### config.mk
export PLATFORM = sky130hd
export DESIGN_NAME = eight_channel_dac_word_port
export DESIGN_NICKNAME = d
export VERILOG_FILES = /design/src/core/eight_channel_dac_word_port.v
export VERILOG_INCLUDE_DIRS = /design/src /design/src/core
export SDC_FILE = /design/constraint.sdc
export NUM_CORES = 1
export LEC_CHECK = 0
export ABC_AREA = 1
export BUFFER_PORTS_ARGS = -buffer_cell sky130_fd_sc_hd__buf_2
export CORE_ASPECT_RATIO = 0.5
export CORE_MARGIN = 2
export CORE_UTILIZATION = 35
export DETAILED_ROUTE_END_ITERATION = 8
export PLACE_DENSITY = 0.57
export SLEW_MARGIN = 40
export SYNTH_ARGS = -nofsm -noshare
export SYNTH_HDL_FRONTEND = slang
export SYNTH_SLANG_ARGS = --single-unit
### constraint.sdc
create_clock -name mclk_in -period 5 [get_ports mclk_in]
set_input_delay 1 -clock mclk_in [delete_from_list [all_inputs] [get_ports mclk_in]]
set_output_delay 1 -clock mclk_in [all_outputs]
set_load 0.03 [all_outputs]
### src/core/dac_word_regs.vh
// constants for the eight-channel converter word port
`ifndef DAC_WORD_REGS_VH
`define DAC_WORD_REGS_VH
`define WORD_W 16
`define DATA_W 12
`define DATA_LSB 0
`define DATA_MSB 11
`define SEL_LSB 12
`define SEL_MSB 14
`define SEL_W 3
`define ENABLE_BIT 15
`define NUM_CH 8
`define ZERO_CODE 12'h000
`define FULL_CODE 12'hfff
`define RANGE_5V 1'b1
`endif

### src/core/eight_channel_dac_word_port.v
// word port front end for an eight-channel 12-bit voltage output module
// What this block does
// - controller drives a 16-bit word; all sixteen bits sampled together.
// - bits 14..12 of the word pick the destination channel.
// - select field is unsigned, bit 14 msb; 0 is channel 1, 7 channel 8.
// - bit 15 is one output enable shared by all eight channels.
// - enable low forces every channel output to code zero.
// - disable clears all eight channel data registers to zero.
// - after re-enable each channel stays zero until written anew.
// - bits 11..0 are unsigned data, bit n weighing two to the n.
// - data codes run 000 to fff, no sign or offset.
// - code zero is zero volts, fff full scale, linear between.
// - updates in any order touch only the selected channel.
// - one range setting serves all channels: 0-5 v or 0-10 v.
`include "dac_word_regs.vh"
module eight_channel_dac_word_port (
  input wire mclk_in,
  input wire rst_b_in,
  input wire clk_en_in,
  input wire [15:0] out_word_in,
  input wire range_5v_in,
  output wire [95:0] ch_code_out,
  output wire [7:0] ch_load_out,
  output wire outputs_on_out,
  output wire range_5v_out
);

  reg rst_meta_reg;
  reg rst_sync_reg;
  reg [15:0] word_meta_reg;
  reg [15:0] word_sync_reg;
  reg range_meta_reg;
  reg range_sync_reg;
  reg range_reg;
  reg range_next;
  reg enable_reg;
  reg enable_next;
  reg [7:0] load_reg;
  reg [7:0] load_next;
  reg [11:0] ch0_reg;
  reg [11:0] ch1_reg;
  reg [11:0] ch2_reg;
  reg [11:0] ch3_reg;
  reg [11:0] ch4_reg;
  reg [11:0] ch5_reg;
  reg [11:0] ch6_reg;
  reg [11:0] ch7_reg;
  reg [11:0] ch0_next;
  reg [11:0] ch1_next;
  reg [11:0] ch2_next;
  reg [11:0] ch3_next;
  reg [11:0] ch4_next;
  reg [11:0] ch5_next;
  reg [11:0] ch6_next;
  reg [11:0] ch7_next;
  wire rst_b;
  wire word_enable;
  wire [2:0] word_sel;
  wire [11:0] word_data;
  wire [7:0] word_hit;

  // one-hot decode of the select field, value 0 picks channel 1
  function [7:0] sel_decode;
    input [2:0] sel;
    begin
      sel_decode = 8'h01 << sel;
    end
  endfunction

  // next code of one channel: cleared when disabled, loaded when picked
  function [11:0] chan_next;
    input [11:0] cur;
    input [11:0] data;
    input en;
    input hit;
    begin
      if (!en) begin
        chan_next = `ZERO_CODE;
      end else if (hit) begin
        chan_next = data;
      end else begin
        chan_next = cur;
      end
    end
  endfunction

  // reset release through two flip-flops
  always @(posedge mclk_in or negedge rst_b_in) begin
    if (!rst_b_in) begin
      rst_meta_reg <= 1'b0;
      rst_sync_reg <= 1'b0;
    end else begin
      rst_meta_reg <= 1'b1;
      rst_sync_reg <= rst_meta_reg;
    end
  end
  assign rst_b = rst_sync_reg;

  // the word comes from pins: whole word synchronised together
  always @(posedge mclk_in or negedge rst_b) begin
    if (!rst_b) begin
      word_meta_reg <= 16'h0000;
      word_sync_reg <= 16'h0000;
      range_meta_reg <= `RANGE_5V;
      range_sync_reg <= `RANGE_5V;
    end else if (clk_en_in) begin
      word_meta_reg <= out_word_in;
      word_sync_reg <= word_meta_reg;
      range_meta_reg <= range_5v_in;
      range_sync_reg <= range_meta_reg;
    end
  end

  assign word_enable = word_sync_reg[`ENABLE_BIT];
  assign word_sel = word_sync_reg[`SEL_MSB:`SEL_LSB];
  assign word_data = word_sync_reg[`DATA_MSB:`DATA_LSB];
  assign word_hit = sel_decode(word_sel);

  // next values of the shared state
  always @* begin
    enable_next = word_enable;
    range_next = range_sync_reg;
    if (word_enable) begin
      load_next = word_hit;
    end else begin
      load_next = 8'h00;
    end
  end

  // next values of the eight channel registers
  always @* begin
    ch0_next = chan_next(ch0_reg, word_data, word_enable, word_hit[0]);
    ch1_next = chan_next(ch1_reg, word_data, word_enable, word_hit[1]);
    ch2_next = chan_next(ch2_reg, word_data, word_enable, word_hit[2]);
    ch3_next = chan_next(ch3_reg, word_data, word_enable, word_hit[3]);
    ch4_next = chan_next(ch4_reg, word_data, word_enable, word_hit[4]);
    ch5_next = chan_next(ch5_reg, word_data, word_enable, word_hit[5]);
    ch6_next = chan_next(ch6_reg, word_data, word_enable, word_hit[6]);
    ch7_next = chan_next(ch7_reg, word_data, word_enable, word_hit[7]);
  end

  // shared state: enable copy, range, load strobes
  always @(posedge mclk_in or negedge rst_b) begin
    if (!rst_b) begin
      enable_reg <= 1'b0;
      range_reg <= `RANGE_5V;
      load_reg <= 8'h00;
    end else if (clk_en_in) begin
      enable_reg <= enable_next;
      range_reg <= range_next;
      load_reg <= load_next;
    end
  end

  // channel 1 register
  always @(posedge mclk_in or negedge rst_b) begin
    if (!rst_b) begin
      ch0_reg <= `ZERO_CODE;
    end else if (clk_en_in) begin
      ch0_reg <= ch0_next;
    end
  end

  // channel 2 register
  always @(posedge mclk_in or negedge rst_b) begin
    if (!rst_b) begin
      ch1_reg <= `ZERO_CODE;
    end else if (clk_en_in) begin
      ch1_reg <= ch1_next;
    end
  end

  // channel 3 register
  always @(posedge mclk_in or negedge rst_b) begin
    if (!rst_b) begin
      ch2_reg <= `ZERO_CODE;
    end else if (clk_en_in) begin
      ch2_reg <= ch2_next;
    end
  end

  // channel 4 register
  always @(posedge mclk_in or negedge rst_b) begin
    if (!rst_b) begin
      ch3_reg <= `ZERO_CODE;
    end else if (clk_en_in) begin
      ch3_reg <= ch3_next;
    end
  end

  // channel 5 register
  always @(posedge mclk_in or negedge rst_b) begin
    if (!rst_b) begin
      ch4_reg <= `ZERO_CODE;
    end else if (clk_en_in) begin
      ch4_reg <= ch4_next;
    end
  end

  // channel 6 register
  always @(posedge mclk_in or negedge rst_b) begin
    if (!rst_b) begin
      ch5_reg <= `ZERO_CODE;
    end else if (clk_en_in) begin
      ch5_reg <= ch5_next;
    end
  end

  // channel 7 register
  always @(posedge mclk_in or negedge rst_b) begin
    if (!rst_b) begin
      ch6_reg <= `ZERO_CODE;
    end else if (clk_en_in) begin
      ch6_reg <= ch6_next;
    end
  end

  // channel 8 register
  always @(posedge mclk_in or negedge rst_b) begin
    if (!rst_b) begin
      ch7_reg <= `ZERO_CODE;
    end else if (clk_en_in) begin
      ch7_reg <= ch7_next;
    end
  end

  // codes leave straight from the channel registers
  assign ch_code_out = {ch7_reg, ch6_reg, ch5_reg, ch4_reg,
                        ch3_reg, ch2_reg, ch1_reg, ch0_reg};
  assign ch_load_out = load_reg;
  assign outputs_on_out = enable_reg;
  assign range_5v_out = range_reg;

endmodule

==> flow_summary_export.csv <==
group,metric,value,unit
outcome,status,"completed",
synthesis,synthAdderAreaFrac,0,%
drt,vias,4175,
floorplan,die_w,181.3,um
pwr,vdd_drop_max,0.2035,mV
sta,fin_setup_tns,0,ns
clocking,holdBufCountCts,0,
job,max_cap_viol_count,0,
sta,period_share,46.29,%
sta,setup_ws,2.685,ns
clocking,cts_tree,"built",
sta,maxSlewHeadroom,44.28,%
critical_path,required,5.34,ns
sta,rsz0062_at_grt,"false",
worst_hold_path,worstHoldPathType,"flip-flop to async pin",
critical_path,rrSetupSlack,3.19,ns
floorplan,coreArea,0.01537,mm2
grt,use_met3,4.562,%
sta,worst_pin_slew,0.8327,ns
synthesis,yosysUniqueCellTypes,17,
sta,hold_violations,0,
layout,fin_nets,733,
synthesis,synth-warning-count,0,
layout,final_area,0.006785,mm2
pwr,p_per_area,464.0,mW/mm2
synthesis,synth.area.mux_share,0.8189,%
drt,drc,0,
clocking,ctsResizeCount,0,
clocking,cts_sinks,142,
clocking,clk_pin_slew_worst_paths,0.06,ns
floorplan,rows,32,
drt,routed_wl,14.72,mm
clocking,post_cts.repair.setup_buffers,0,
synthesis,synthXorXnorAreaFrac,0,%
grt,grt_pass1_vias,4097,
grt,grt_pass1_wl,23.30,mm
clocking,cts_buffer_depth,2,
grt,grt_usage,18.58,%
floorplan,pin_count,126,
clocking,clockRootBuffer,"clkbuf_16",
clocking,cts_made_buffers,17,
clocking,htree_levels,4,
placement,dp_slack,2.281,ns
synthesis,synth_fp_nets,625,
floorplan,start_util,35.77,%
grt,grt_antenna_before_repair,0,
layout,drive_gt1_share,23.69,%
critical_path,timing.rr.end,"ch1_reg[0]$_DFFE_PN0P_",
drt,dr.first_iter.drc_count,246,
grt,met1_usage,25.29,%
synthesis,synth_compound_area_share,3.822,%
layout,num_antenna_cells,0,
sta,fin_worst_skew,0.01233,ns
synthesis,syn_area,0.005500,mm2
placement,placed_area,0.006168,mm2
grt,overflow,0,
synthesis,synthSimpleGateAreaFrac,24.50,%
grt,grt_max_degree,53,
critical_path,arrival,2.66,ns
sta,finalMaxSlewViolations,0,
critical_path,critical_path_class,"input pin to flip-flop",
sta,max_freq,432.0,MHz
critical_path,r2r_cells,4,
synthesis,netlist_instances,605,
critical_path,reg2reg_from,"word_sync_reg[15]$_DFFE_PN0P_",
drt,wl_per_cell,15.82,um
drt,ant_nets,0,
sta,fin_crit,2.315,ns
clocking,clk-insertion-delay-late,0.42,ns
floorplan,fp.dieArea,0.01680,mm2
floorplan,dieHeight,92.65,um
grt,busiest_layer,"met2",
synthesis,synth_top_family_by_area,"simple AND/OR/NAND/NOR gates",
critical_path,setup.worst_path.start_class,"input pin",
synthesis,synth_seq_cells,142,
placement,gp_congestion,0.7515,
grt,grtUsageMet2,30.08,%
pwr,p_leak,0.003909,uW
critical_path,path_max_fanout,33,
placement,dp_hpwl,9.624,mm
layout,areaGrowthSynthToFinish,23.36,%
synthesis,yosysSeqAreaShare,64.67,%
drt,viasPerCell,4.489,
sta,setup_violations,0,
placement,port_buffers,125,
drt,drt_first_pass_iters,4,
critical_path,crit_path_end_kind,"flip-flop",
synthesis,synth.avg_cell_area,9.091,um2
worst max-delay path, stage by stage:
cell,delay (ns)
buf_2,0.46
nand2_4,0.26
nor2_1,0.71
nand2_1,0.10
nand2_1,0.11
Yosys cell counts:
master      n  area share [%]
o22ai_1     8            0.91
nand2_4     1            0.20
nor2_1     22             1.5
buf_4      14             1.9
a21oi_1    14             1.3
dfstp_2     3             1.4
nand3_1     6            0.55
nor2_4      1            0.20
buf_2      20             1.8
buf_6       2            0.41
mux2_2      4            0.82
o21ai_0    18             1.6
dfrtp_1   139              63
inv_1      26             1.8
conb_1      1           0.068
nand2_1   323              22
clkbuf_1    3            0.20
metal layers:
layer | share of wire [%] | wire length [um]
met2 | 46 | 6815
met3 | 6.9 | 1017
met5 | 0 | 0
met1 | 46 | 6714
met4 | 1.2 | 170
cell families (layout without fill, tap and decap cells):
logic type             Yosys count  count (layout)
AO/OA/AOI/OAI                   40              40
buffers and inverters           65             186
flip-flops                     142             142
multiplexers                     4               4
other                            1               1
AND/OR/NAND/NOR                353             353
power breakdown:
| group | internal (uW) | switching (uW) | total (uW) | leakage (uW) |
|---|---|---|---|---|
| clock network | 800 | 499 | 1300 | 0.000290 |
| registers | 1260 | 121 | 1390 | 0.00187 |
| logic | 120 | 344 | 464 | 0.00175 |
| total | 2180 | 964 | 3150 | 0.00391 |
cells in the final DEF, fill, tap and decap left out, drive strengths merged:
cell and count:
o21ai 18, conb 1, dfrtp 139, a21oi 14, mux2 4, nand3 6, bufinv 3, clkinv 6
o22ai 8, nor2 23, clkinvlp 3, clkbuf 19, inv 27, nand2 324, dfstp 3, buf 128
through the flow:
| step | cells | util, % | hold slack, ns | total power, uW |
|---|---|---|---|---|
| after floorplan | 605 | - | 0.3312 | 1702 |
| after global routing | 930 | 44.13 | 0.3338 | 3296 |
| after CTS | 930 | 44.08 | 0.3426 | 3178 |
| after detailed placement | 898 | 40.12 | 0.3428 | 1875 |
| after global placement | 898 | 40.12 | 0.3400 | 1868 |
| final | 930 | 44.13 | 0.3470 | 3149 |
cell type report:
cell class,instances,area (um2)
Clock buffer,19,442.9
Clock inverter,13,166.4
Fill cell,1551,8589
Inverter,26,97.59
Multi-Input combinational cell,398,1614
Sequential cell,142,3561
Tap cell,204,255.2
Timing Repair Buffer,128,648.1
worst max path at each step:
stage                    start                       to  slack, ns  cells past startpoint
4_1_cts              clk_en_in   ch4_reg[7]$_DFFE_PN0P_       2.73                      5
5_1_grt              clk_en_in  ch6_reg[10]$_DFFE_PN0P_       2.47                      5
6_report             clk_en_in   ch1_reg[0]$_DFFE_PN0P_       2.69                      5
2_1_floorplan  rst_b$_DFF_PN0_   ch0_reg[0]$_DFFE_PN0P_       0.76                      0
3_3_place_gp         clk_en_in   ch4_reg[7]$_DFFE_PN0P_       2.30                      5
3_5_place_dp         clk_en_in   ch4_reg[7]$_DFFE_PN0P_       2.28                      5
No activity file was read; power rests on OpenSTA's default activity.
